$ cat config.mk
export PLATFORM = sky130hd
export DESIGN_NAME = imau_core
export DESIGN_NICKNAME = d
export VERILOG_FILES = /design/src/include/imau_pkg.sv /design/src/core/imau_core.sv /design/src/core/imau_mul.sv
export SDC_FILE = /design/constraint.sdc
export NUM_CORES = 2
export LEC_CHECK = 0
export ABC_CLOCK_PERIOD_IN_PS = 20300
export BUFFER_PORTS_ARGS = -buffer_cell sky130_fd_sc_hd__buf_2
export CORE_MARGIN = 2
export CORE_UTILIZATION = 60
export CTS_BUF_LIST = sky130_fd_sc_hd__clkbuf_4
export CTS_CLUSTER_SIZE = 20
export DETAILED_ROUTE_END_ITERATION = 7
export HOLD_SLACK_MARGIN = 0.03
export PLACE_DENSITY_LB_ADDON = 0.3
export SKIP_LAST_GASP = 1
export SLEW_MARGIN = 30
export SYNTH_ARGS = -nofsm -noshare
export SYNTH_HDL_FRONTEND = slang
export SYNTH_HIERARCHICAL = 1
export SYNTH_SLANG_ARGS = --single-unit
$ cat constraint.sdc
create_clock -name i_clk_sys -period 20.3 [get_ports i_clk_sys]
set_clock_uncertainty 0.2 [all_clocks]
set_input_delay 0 -clock i_clk_sys [delete_from_list [all_inputs] [get_ports i_clk_sys]]
set_output_delay 0 -clock i_clk_sys [all_outputs]
set_load 0.005 [all_outputs]
$ cat src/include/imau_pkg.sv
// imau package: widths, operation codes, carriers and status map
// Behaviour
// - plain multiply writes only the low 32 product bits to the destination.
// - multiply-add adds the addend to the product, low 32 bits written.
// - multiply-subtract takes the product from the addend, low 32 bits written.
// - short multiplies give identical bits signed or unsigned; one low-word path.
// - plain multiply without a destination writes into the first operand register.
// - multiply-add and flag-setting multiply update N and Z, keep C and V.
// - unsigned wide multiply writes low word and high word of the 64-bit product.
// - double-add wide multiply adds old high and old low words to the product.
// - accumulating wide multiply adds the old 64-bit pair to the product.
// - wide multiplies leave every condition flag unchanged.
// - low-select halfword forms take second operand bits 15:0 as signed multiplier.
// - high-select halfword forms take second operand bits 31:16 as signed multiplier.
// - halfword-by-halfword forms add the addend to the 32-bit signed product.
// - word-by-halfword forms add the addend to the top 32 of 48 product bits.
// - addend overflow in word-by-halfword forms sets the sticky saturation flag.
`default_nettype none
package imau_pkg;

  localparam int unsigned WORD_W = 32;
  localparam int unsigned HALF_W = 16;
  localparam int unsigned WIDE_W = 64;
  localparam int unsigned EXT_W = 33;
  localparam int unsigned PROD_W = 66;
  localparam int unsigned IDX_W = 4;
  localparam int unsigned ADDR_W = 8;
  localparam int unsigned CNT_W = 32;

  // word-by-halfword product: 48 bits, the lowest 16 are dropped
  localparam int unsigned WH_LSB = 16;
  localparam int unsigned WH_MSB = 47;

  localparam logic [ADDR_W-1:0] STATUS_OFS = 8'h00;
  localparam logic [ADDR_W-1:0] OPCNT_OFS = 8'h04;
  localparam logic [ADDR_W-1:0] LASTOP_OFS = 8'h08;

  // status word layout
  localparam int unsigned FLAG_N = 31;
  localparam int unsigned FLAG_Z = 30;
  localparam int unsigned FLAG_C = 29;
  localparam int unsigned FLAG_V = 28;
  localparam int unsigned FLAG_Q = 27;
  localparam logic FLAG_RST = 1'b0;

  // last-op word layout
  localparam int unsigned LAST_PASS = 8;
  localparam int unsigned LAST_OP_LSB = 0;

  typedef enum logic [3:0] {
    PRODUCT_LOW_WORD_OP,
    PRODUCT_PLUS_ADDEND_OP,
    ADDEND_MINUS_PRODUCT_OP,
    UNSIGNED_WIDE_PRODUCT_OP,
    UNSIGNED_WIDE_DOUBLE_ADD_OP,
    UNSIGNED_WIDE_ACCUMULATE_OP,
    SIGNED_HALF_LOW_SEL_ACC_OP,
    SIGNED_HALF_HIGH_SEL_ACC_OP,
    SIGNED_WORD_BY_LOW_HALF_ACC_OP,
    SIGNED_WORD_BY_HIGH_HALF_ACC_OP
  } imau_op_t;

  typedef struct packed {
    logic valid;
    imau_op_t op;
    logic set_flags;
    logic pred_pass;
    logic dest_omitted;
    logic first_top;
    logic [IDX_W-1:0] dest_idx;
    logic [IDX_W-1:0] first_idx;
    logic [IDX_W-1:0] lo_idx;
    logic [IDX_W-1:0] hi_idx;
    logic [WORD_W-1:0] first_val;
    logic [WORD_W-1:0] second_val;
    logic [WORD_W-1:0] addend_val;
    logic [WORD_W-1:0] lo_val;
    logic [WORD_W-1:0] hi_val;
  } imau_req_t;

  typedef struct packed {
    logic valid;
    logic wr_en;
    logic [IDX_W-1:0] wr_idx;
    logic [WORD_W-1:0] wr_data;
    logic wr2_en;
    logic [IDX_W-1:0] wr2_idx;
    logic [WORD_W-1:0] wr2_data;
  } imau_wb_t;

  typedef struct packed {
    logic n;
    logic z;
    logic c;
    logic v;
    logic q;
  } imau_flags_t;

endpackage : imau_pkg

`default_nettype wire

$ cat src/core/imau_core.sv
// imau core: multiply and multiply-accumulate datapath with status register
`timescale 1ns/100ps
`default_nettype none

module imau_core (
  input wire logic i_clk_sys,
  input wire logic i_resetn,
  input wire imau_pkg::imau_req_t i_req,
  input wire logic [imau_pkg::ADDR_W-1:0] i_addr,
  input wire logic [imau_pkg::WORD_W-1:0] i_wdata,
  input wire logic i_wr,
  input wire logic i_rd,
  output logic [imau_pkg::WORD_W-1:0] o_rdata,
  output imau_pkg::imau_wb_t o_wb,
  output imau_pkg::imau_flags_t o_flags
);

  // sign-extend a halfword to the multiplier operand width
  function automatic logic [imau_pkg::EXT_W-1:0] sext_half(
    input logic [imau_pkg::HALF_W-1:0] h
  );
    sext_half = {{(imau_pkg::EXT_W-imau_pkg::HALF_W){h[imau_pkg::HALF_W-1]}}, h};
  endfunction : sext_half

  // pick the top or bottom halfword of a word
  function automatic logic [imau_pkg::HALF_W-1:0] pick_half(
    input logic [imau_pkg::WORD_W-1:0] w,
    input logic top
  );
    if (top) begin
      pick_half = w[imau_pkg::WORD_W-1:imau_pkg::HALF_W];
    end else begin
      pick_half = w[imau_pkg::HALF_W-1:0];
    end
  endfunction : pick_half

  // signed overflow of a 32-bit addition
  function automatic logic add_ovf(
    input logic [imau_pkg::WORD_W-1:0] x,
    input logic [imau_pkg::WORD_W-1:0] y,
    input logic [imau_pkg::WORD_W-1:0] s
  );
    add_ovf = (x[imau_pkg::WORD_W-1] == y[imau_pkg::WORD_W-1]) &&
              (s[imau_pkg::WORD_W-1] != x[imau_pkg::WORD_W-1]);
  endfunction : add_ovf

  // stage 0: operand preparation
  logic [imau_pkg::EXT_W-1:0] mul_a;
  logic [imau_pkg::EXT_W-1:0] mul_b;
  logic [imau_pkg::IDX_W-1:0] dest_sel;
  logic [imau_pkg::WIDE_W-1:0] prod;

  always_comb begin
    mul_a = {1'b0, i_req.first_val};
    mul_b = {1'b0, i_req.second_val};
    case (i_req.op)
      imau_pkg::PRODUCT_LOW_WORD_OP,
      imau_pkg::PRODUCT_PLUS_ADDEND_OP,
      imau_pkg::ADDEND_MINUS_PRODUCT_OP: begin
        // low word is the same for either signedness, so zero-extend
        mul_a = {1'b0, i_req.first_val};
        mul_b = {1'b0, i_req.second_val};
      end
      imau_pkg::UNSIGNED_WIDE_PRODUCT_OP,
      imau_pkg::UNSIGNED_WIDE_DOUBLE_ADD_OP,
      imau_pkg::UNSIGNED_WIDE_ACCUMULATE_OP: begin
        mul_a = {1'b0, i_req.first_val};
        mul_b = {1'b0, i_req.second_val};
      end
      imau_pkg::SIGNED_HALF_LOW_SEL_ACC_OP: begin
        mul_a = sext_half(pick_half(i_req.first_val, i_req.first_top));
        mul_b = sext_half(pick_half(i_req.second_val, 1'b0));
      end
      imau_pkg::SIGNED_HALF_HIGH_SEL_ACC_OP: begin
        mul_a = sext_half(pick_half(i_req.first_val, i_req.first_top));
        mul_b = sext_half(pick_half(i_req.second_val, 1'b1));
      end
      imau_pkg::SIGNED_WORD_BY_LOW_HALF_ACC_OP: begin
        mul_a = {i_req.first_val[imau_pkg::WORD_W-1], i_req.first_val};
        mul_b = sext_half(pick_half(i_req.second_val, 1'b0));
      end
      imau_pkg::SIGNED_WORD_BY_HIGH_HALF_ACC_OP: begin
        mul_a = {i_req.first_val[imau_pkg::WORD_W-1], i_req.first_val};
        mul_b = sext_half(pick_half(i_req.second_val, 1'b1));
      end
      default: begin
        mul_a = {1'b0, i_req.first_val};
        mul_b = {1'b0, i_req.second_val};
      end
    endcase
  end

  always_comb begin
    dest_sel = i_req.dest_idx;
    if (i_req.op == imau_pkg::PRODUCT_LOW_WORD_OP && i_req.dest_omitted) begin
      dest_sel = i_req.first_idx;
    end
  end

  imau_mul u_mul (
    .i_clk_sys(i_clk_sys),
    .i_resetn(i_resetn),
    .i_a(mul_a),
    .i_b(mul_b),
    .o_prod(prod)
  );

  // stage 1: registers beside the product
  logic s1_valid_q;
  logic s1_pass_q;
  logic s1_setf_q;
  imau_pkg::imau_op_t s1_op_q;
  logic [imau_pkg::IDX_W-1:0] s1_dest_q;
  logic [imau_pkg::IDX_W-1:0] s1_lo_idx_q;
  logic [imau_pkg::IDX_W-1:0] s1_hi_idx_q;
  logic [imau_pkg::WORD_W-1:0] s1_addend_q;
  logic [imau_pkg::WORD_W-1:0] s1_lo_q;
  logic [imau_pkg::WORD_W-1:0] s1_hi_q;

  always_ff @(posedge i_clk_sys) begin
    if (!i_resetn) begin
      s1_valid_q <= 1'b0;
      s1_pass_q <= 1'b0;
    end else begin
      s1_valid_q <= i_req.valid;
      s1_pass_q <= i_req.valid && i_req.pred_pass;
    end
  end

  always_ff @(posedge i_clk_sys) begin
    if (!i_resetn) begin
      s1_op_q <= imau_pkg::PRODUCT_LOW_WORD_OP;
      s1_setf_q <= 1'b0;
      s1_dest_q <= '0;
      s1_lo_idx_q <= '0;
      s1_hi_idx_q <= '0;
    end else begin
      s1_op_q <= i_req.op;
      s1_setf_q <= i_req.set_flags;
      s1_dest_q <= dest_sel;
      s1_lo_idx_q <= i_req.lo_idx;
      s1_hi_idx_q <= i_req.hi_idx;
    end
  end

  always_ff @(posedge i_clk_sys) begin
    if (!i_resetn) begin
      s1_addend_q <= '0;
      s1_lo_q <= '0;
      s1_hi_q <= '0;
    end else begin
      s1_addend_q <= i_req.addend_val;
      s1_lo_q <= i_req.lo_val;
      s1_hi_q <= i_req.hi_val;
    end
  end

  // stage 2: result forming
  logic [imau_pkg::WORD_W-1:0] res_lo;
  logic [imau_pkg::WORD_W-1:0] res_hi;
  logic [imau_pkg::WIDE_W-1:0] wide;
  logic [imau_pkg::WORD_W-1:0] prod_lo;
  logic [imau_pkg::WORD_W-1:0] prod_wh;
  logic is_wide;
  logic nz_upd;
  logic q_hit;

  assign prod_lo = prod[imau_pkg::WORD_W-1:0];
  assign prod_wh = prod[imau_pkg::WH_MSB:imau_pkg::WH_LSB];

  always_comb begin
    wide = prod;
    res_lo = prod_lo;
    is_wide = 1'b0;
    nz_upd = 1'b0;
    q_hit = 1'b0;
    case (s1_op_q)
      imau_pkg::PRODUCT_LOW_WORD_OP: begin
        res_lo = prod_lo;
        nz_upd = s1_setf_q;
      end
      imau_pkg::PRODUCT_PLUS_ADDEND_OP: begin
        res_lo = prod_lo + s1_addend_q;
        nz_upd = 1'b1;
      end
      imau_pkg::ADDEND_MINUS_PRODUCT_OP: begin
        res_lo = s1_addend_q - prod_lo;
        nz_upd = 1'b0;
      end
      imau_pkg::UNSIGNED_WIDE_PRODUCT_OP: begin
        wide = prod;
        is_wide = 1'b1;
      end
      imau_pkg::UNSIGNED_WIDE_DOUBLE_ADD_OP: begin
        // cannot carry out: max product plus two words fits 64 bits
        wide = prod + {{imau_pkg::WORD_W{1'b0}}, s1_hi_q}
                    + {{imau_pkg::WORD_W{1'b0}}, s1_lo_q};
        is_wide = 1'b1;
      end
      imau_pkg::UNSIGNED_WIDE_ACCUMULATE_OP: begin
        wide = prod + {s1_hi_q, s1_lo_q};
        is_wide = 1'b1;
      end
      imau_pkg::SIGNED_HALF_LOW_SEL_ACC_OP,
      imau_pkg::SIGNED_HALF_HIGH_SEL_ACC_OP: begin
        res_lo = prod_lo + s1_addend_q;
        q_hit = add_ovf(prod_lo, s1_addend_q, res_lo);
      end
      imau_pkg::SIGNED_WORD_BY_LOW_HALF_ACC_OP,
      imau_pkg::SIGNED_WORD_BY_HIGH_HALF_ACC_OP: begin
        res_lo = prod_wh + s1_addend_q;
        q_hit = add_ovf(prod_wh, s1_addend_q, res_lo);
      end
      default: begin
        res_lo = prod_lo;
      end
    endcase
    if (is_wide) begin
      res_lo = wide[imau_pkg::WORD_W-1:0];
    end
    res_hi = wide[imau_pkg::WIDE_W-1:imau_pkg::WORD_W];
  end

  // write-back port
  always_ff @(posedge i_clk_sys) begin
    if (!i_resetn) begin
      o_wb <= '0;
    end else begin
      o_wb.valid <= s1_valid_q;
      o_wb.wr_en <= s1_pass_q;
      o_wb.wr2_en <= s1_pass_q && is_wide;
      // distinct pair is the issuer's duty; both ports fire as named
      o_wb.wr_idx <= is_wide ? s1_lo_idx_q : s1_dest_q;
      o_wb.wr2_idx <= s1_hi_idx_q;
      o_wb.wr_data <= res_lo;
      o_wb.wr2_data <= res_hi;
    end
  end

  // status flags
  logic sw_status_wr;
  logic upd_nz;
  logic set_q;

  assign sw_status_wr = i_wr && (i_addr == imau_pkg::STATUS_OFS);
  // wide forms never set nz_upd or q_hit, so their flags stay put
  assign upd_nz = s1_pass_q && nz_upd;
  assign set_q = s1_pass_q && q_hit;

  // hardware update wins over a software write in the same cycle
  always_ff @(posedge i_clk_sys) begin
    if (!i_resetn) begin
      o_flags.n <= imau_pkg::FLAG_RST;
      o_flags.z <= imau_pkg::FLAG_RST;
    end else if (upd_nz) begin
      o_flags.n <= res_lo[imau_pkg::WORD_W-1];
      o_flags.z <= (res_lo == '0);
    end else if (sw_status_wr) begin
      o_flags.n <= i_wdata[imau_pkg::FLAG_N];
      o_flags.z <= i_wdata[imau_pkg::FLAG_Z];
    end
  end

  // carry and overflow belong to other units; only software moves them
  always_ff @(posedge i_clk_sys) begin
    if (!i_resetn) begin
      o_flags.c <= imau_pkg::FLAG_RST;
      o_flags.v <= imau_pkg::FLAG_RST;
    end else if (sw_status_wr) begin
      o_flags.c <= i_wdata[imau_pkg::FLAG_C];
      o_flags.v <= i_wdata[imau_pkg::FLAG_V];
    end
  end

  // sticky: only a software write of zero clears it, and a set wins
  always_ff @(posedge i_clk_sys) begin
    if (!i_resetn) begin
      o_flags.q <= imau_pkg::FLAG_RST;
    end else if (set_q) begin
      o_flags.q <= 1'b1;
    end else if (sw_status_wr) begin
      o_flags.q <= i_wdata[imau_pkg::FLAG_Q];
    end
  end

  // activity registers
  logic [imau_pkg::CNT_W-1:0] opcnt_q;
  logic [imau_pkg::WORD_W-1:0] lastop_q;

  // counts retired operations whose predicate passed; wraps silently
  always_ff @(posedge i_clk_sys) begin
    if (!i_resetn) begin
      opcnt_q <= '0;
    end else if (i_wr && i_addr == imau_pkg::OPCNT_OFS) begin
      opcnt_q <= i_wdata;
    end else if (s1_pass_q) begin
      opcnt_q <= opcnt_q + 1'b1;
    end
  end

  always_ff @(posedge i_clk_sys) begin
    if (!i_resetn) begin
      lastop_q <= '0;
    end else if (s1_valid_q) begin
      lastop_q <= '0;
      lastop_q[imau_pkg::LAST_OP_LSB +: 4] <= s1_op_q;
      lastop_q[imau_pkg::LAST_PASS] <= s1_pass_q;
    end
  end

  // register read port
  logic [imau_pkg::WORD_W-1:0] status_word;

  always_comb begin
    status_word = '0;
    status_word[imau_pkg::FLAG_N] = o_flags.n;
    status_word[imau_pkg::FLAG_Z] = o_flags.z;
    status_word[imau_pkg::FLAG_C] = o_flags.c;
    status_word[imau_pkg::FLAG_V] = o_flags.v;
    status_word[imau_pkg::FLAG_Q] = o_flags.q;
  end

  // data stand only in the cycle after the strobe; zero otherwise
  always_ff @(posedge i_clk_sys) begin
    if (!i_resetn) begin
      o_rdata <= '0;
    end else if (!i_rd) begin
      o_rdata <= '0;
    end else if (i_addr == imau_pkg::STATUS_OFS) begin
      o_rdata <= status_word;
    end else if (i_addr == imau_pkg::OPCNT_OFS) begin
      o_rdata <= opcnt_q;
    end else if (i_addr == imau_pkg::LASTOP_OFS) begin
      o_rdata <= lastop_q;
    end else begin
      o_rdata <= '0;
    end
  end

endmodule : imau_core

`default_nettype wire

$ cat src/core/imau_mul.sv
// imau multiplier: registered 33x33 signed product
`timescale 1ns/100ps
`default_nettype none

module imau_mul (
  input wire logic i_clk_sys,
  input wire logic i_resetn,
  input wire logic [imau_pkg::EXT_W-1:0] i_a,
  input wire logic [imau_pkg::EXT_W-1:0] i_b,
  output logic [imau_pkg::WIDE_W-1:0] o_prod
);

  // one signed array serves both zero- and sign-extended operands
  logic signed [imau_pkg::PROD_W-1:0] full;

  assign full = $signed(i_a) * $signed(i_b);

  always_ff @(posedge i_clk_sys) begin
    if (!i_resetn) begin
      o_prod <= '0;
    end else begin
      o_prod <= full[imau_pkg::WIDE_W-1:0];
    end
  end

endmodule : imau_mul

`default_nettype wire

Word-level counts from Yosys, hierarchy flattened

Index checks and enable logic that the tools add are counted.

Add/subtract/negate cells: 7
Multiply operators: 1
Equal/unequal tests: 19
Muxes and demuxes: 20
Bitwise logic cells: 2
Reduce and logical (&&, ||, !) cells: 26

Operators with widths:

| kind                                                             | count |
|---|---|
| 32-bit two-way mux                                               | 5 |
| 33-bit one-hot mux with 2 select lines                           | 2 |
| 64-bit by 32-bit adder with 64-bit output                        | 2 |
| 64-bit one-hot mux with 2 select lines                           | 1 |
| 32-bit one-hot mux with 3 select lines                           | 1 |
| 32-bit adder                                                     | 2 |
| 64-bit adder                                                     | 1 |
| 33-bit by 33-bit multiplier with 64-bit output                   | 1 |
| 32-bit by 1-bit adder with 32-bit output (second input constant) | 1 |
| 32-bit zero test                                                 | 1 |
| 32-bit subtractor                                                | 1 |
| 4-bit by 3-bit == test with 1-bit output (second input constant) | 6 |
| 4-bit == test (second input constant)                            | 4 |
| 16-bit two-way mux                                               | 1 |
| 2-bit OR reduction                                               | 6 |
| 1-bit logical AND                                                | 9 |
| 9-bit two-way mux                                                | 1 |
| 3-bit OR reduction                                               | 3 |
| 4-bit by 2-bit == test with 1-bit output (second input constant) | 2 |
| 8-bit by 3-bit == test with 1-bit output (second input constant) | 1 |
| 8-bit by 4-bit == test with 1-bit output (second input constant) | 1 |
| 4-bit zero test                                                  | 2 |
| 8-bit zero test                                                  | 1 |
| 4-bit two-way mux                                                | 2 |
| 9 further kinds                                                  | 18 |

Bits in registers: 328
Bits of input ports: 229
Output and inout bits: 112

Longest topological paths before layout

Depth in word-level cells: 6
Gate-level depth with buffers: 34
Gate-level depth less buffers: 32

By module

Netlist, hierarchy kept.

Modules (own cells, without submodules):

| module    | times used | cells an instance | area an instance (um^2) | seq. area each (um^2) |
|---|---|---|---|---|
| imau_mul  | 1          | 4250              | 39751.9                 | 1281.2 |
| imau_core | 1          | 2846              | 22567.9                 | 5285.1 |

Worst setup path before layout

Ideal clock, no wire load.

Path type: input port to flip-flop
From: in i_req[183] (netlist name)
To: reg u_mul/o_prod[61] (netlist name)
Library setup time: 0.120 ns
Arrival: 8.356 ns
Path slack: 11.624 ns
Stages: 30
Buffers on the path: 2
Cell sequence: nand3b_1 > inv_1 > o21ai_1 > clkbuf_1 > mux2_2 > clkbuf_1 > nand2_1 > inv_1 > fa_1 > inv_1 > fa_1 > inv_1 > fa_1 > inv_1 > fa_1 > inv_1 > fa_1 > fa_1 > fa_1 > inv_1 > fa_1 > inv_1 > ha_1 > a21oi_1 > o21ai_0 > a221oi_1 > nor4b_1 > a21oi_1 > mux2i_1 > nand2_1

Word-level cells in the longest chain between the ends: 4

RTL lines:

| element                                                                   | RTL line        | text |
|---|---|---|
| from (decl)                                                               | imau_core.sv:8  | `input wire imau_pkg::imau_req_t i_req,` |
| 4-bit == test or 4-bit by 3-bit == test with 1-bit output (tied branches) | imau_core.sv:56 | `case (i_req.op)` |
| 2-bit OR reduction (no line)                                              | n/a             |  |
| 33-bit one-hot mux with 2 select lines *                                  | imau_core.sv:56 |  |
| net mul_b (one bit)                                                       | imau_core.sv:49 | `logic [imau_pkg::EXT_W-1:0] mul_b;` |
| 33-bit by 33-bit multiplier with 64-bit output *                          | imau_mul.sv:16  | `assign full = $signed(i_a) * $signed(i_b);` |
| to (signal assigned)                                                      | imau_mul.sv:22  | `o_prod <= full[imau_pkg::WIDE_W-1:0];` |
| to (decl)                                                                 | imau_mul.sv:10  | `output logic [imau_pkg::WIDE_W-1:0] o_prod` |

The timed path passes the listed nets; every way through them passes the cells marked *.
A chain may end at the register's enable or synchronous reset.

Final worst setup path

From: in i_req[183] (netlist name)
To: reg u_mul/o_prod[55] (netlist name)

Same word-level chain as after synthesis.

==> results.md <==
- Startpoint Class: input port
- Final std cells w/o fill: 9101
- Outcome: finished, violations left
- Critical Path AT: 11030 ps
- TritonCTS clock tree: done
- Post-synth ARST share: 0
- RSZ-0062 raised after global routing: false
- Routability cong.: 1.02
- IO buf count: 340
- Crit path required time: 20880 ps
- Yosys top cell by area: fa_1
- Final core utilization: 0.682
- Post-synthesis sequential area ratio: 0.105
- Routed wire length: 219000 um
- GRT Resource Usage Total: 0.413
- Via-per-instance ratio: 6.00
- DR WL/cell: 24.0 um
- #FFs+latches synth: 328
- Iter 0 DRT Violations: 5111
- Die Y: 326 um
- Share of the synthesized area in the top cell type: 0.373
- Count leader, synth: inv_1
- Yosys warnings: 6
- Min Tclk post-route: 10450 ps
- Rel. slew slack: 0.286
- Netlist Area Pre-Place: 62300 um^2
- Initial antenna violation count: 11
- Vias in the first global route: 58100
- DRC violations left: 1
- Largest net degree at the start of global routing: 162
- Final hold vios: 0
- Distinct cells, synth: 103
- DIE WIDTH: 326 um
- Share of cells above drive strength 1: 0.0785
- Gate Count Post-Synth: 7096
- TritonCTS buffer count: 77
- Top_reg_cell synth: dfxtp_1
- EDFF count, synth: 0
- CTS Root Cell: clkbuf_4
- Routed via count: 54600
- Worst-case clock buffer depth: 3
- First-pass GRT wire length: 336000 um
- Critical path fanouts, max: 50
- Maximum Capacitance Violations: 0
- CP max stage delay: 730 ps
- Antenna Nets Post-Route: 0
- Post-synth top cells: inv_1, fa_1, nand2_1
- Die area: 106000 um^2
- Worst min path class: in2reg
- # hold bufs at CTS: 445
- Placed cells: 8514
- First-pass DRT Iterations: 8
- Post-CTS resize count: 0
- Post-Syn Nets: 8888
- Setup violations, final: 0
- Setup TNS: 0 ps
- Most frequent cell on the critical path: fa_1
- GRT Residual Overflow: 0
- Critical Path End Type: register
- Clock Sinks: 328
- Mean Syn Cell Area: 8.78 um^2
- Row Count: 118
- FMAX: 95.7 MHz
- Failing checks: DRC
- Initial Util: 0.604
- Slew Limit Fails: 0
- Worst slew pin tran: 1070 ps
- Hold_ws: 68.1 ps
- Post-CTS Setup Inserts: 0
- Slowest cell on crit path: a21o_1
- P&R area growth vs syn: 12.9%
- Top cells by area, synth: fa_1, dfxtp_1, ha_1, and2_1, inv_1
- I/O Pins: 341
- Core Region: 103000 um^2
- H-tree depth: 3
- Dpl hpwl: 159000 um
- Worst setup path class: in2reg
- Final worst-path cycle share: 0.515
- Clock Latency Late Sink: 910 ps
- Total Nets Final: 9450
- Clk pin slew, worst setup/hold paths: 80 ps
[cell type report]
type	instances	area [um^2]
multi-input cells	5222	50000
fillers	8093	32800
repair buffers	844	6610
flip-flops and latches	328	6570
inverters	1185	4450
well taps	1380	1730
clock buffers	101	758
clock inverters	27	231
diodes	14	35.0
[registers in the layout, summed over array words and instances (netlist names)]
register / count
o_wb: 75
s1_hi_q: 32
o_flags: 5
s1_addend_q: 32
s1_hi_idx_q: 4
lastop_q: 5
u_mul/o_prod: 64
s1_op_q: 4
s1_valid_q: 1
s1_lo_q: 32
s1_setf_q: 1
s1_dest_q: 4
o_rdata: 32
opcnt_q: 32
s1_pass_q: 1
s1_lo_idx_q: 4
[layer usage]
layer,part of all wire,wire length [um],track usage,vias up
met5,0.00012,26,0,-
met4,0.078,17000,0.267,4
met3,0.10,22100,0.0912,867
met2,0.46,100000,0.669,3228
met1,0.36,79300,0.500,26800
li1,-,-,-,23700
[cell usage in the layout, fill, tap and decap left out, types with 86 or more instances in the layout]
master and n:
nand2_1 745, buf_2 339, nor2_1 307, fa_1 1161, o21ai_0 160, xor2_1 87
xnor2_1 146, and2_1 726, nand3_1 87, inv_1 1183, a211oi_1 86, dfxtp_1 328
a21o_1 126, a21oi_1 300, clkbuf_4 101, ha_1 401, dlygate4sd3_1 445
[critical path, delay by kind of cell]
family,cells,cell delay [ps]
adders and majority gates,9,4420
muxes,1,190
AOI/OAI and AO/OA,10,2970
and+or+nand+nor,4,1010
buffers and inverters,9,2390
[through the flow]
stage,area [um^2],setup WS (ps)
detailed placement,64900,9560
finish,70400,9850
global route,70300,9330
CTS,70300,9930
floorplan,62300,11620
global placement,64900,9890
[final timing paths]
kind	end	from	slack, ps	cells past startpoint
hold / removal	o_rdata[1]$_SDFF_PP0_	i_addr[3]	70	4
hold reg to reg	o_wb[72]$_SDFF_PN0_	s1_lo_idx_q[3]$_SDFF_PN0_	250	2
setup / recovery	u_mul/o_prod[55]$_SDFF_PN0_	i_req[183]	9850	33
setup reg to reg	o_wb[18]$_SDFF_PN0_	s1_hi_q[4]$_SDFF_PN0_	13970	14
[kinds of logic after synthesis]
logic type / share of synthesized area
compound gates: 0.119
buf+inv: 0.0935
mux: 0.0135
simple gates: 0.182
flops: 0.105
fa+ha+maj: 0.454
xor+xnor: 0.0327
Power is not shown: default switching activity piles up to over one toggle a cycle in this logic, so the estimate is an artifact.
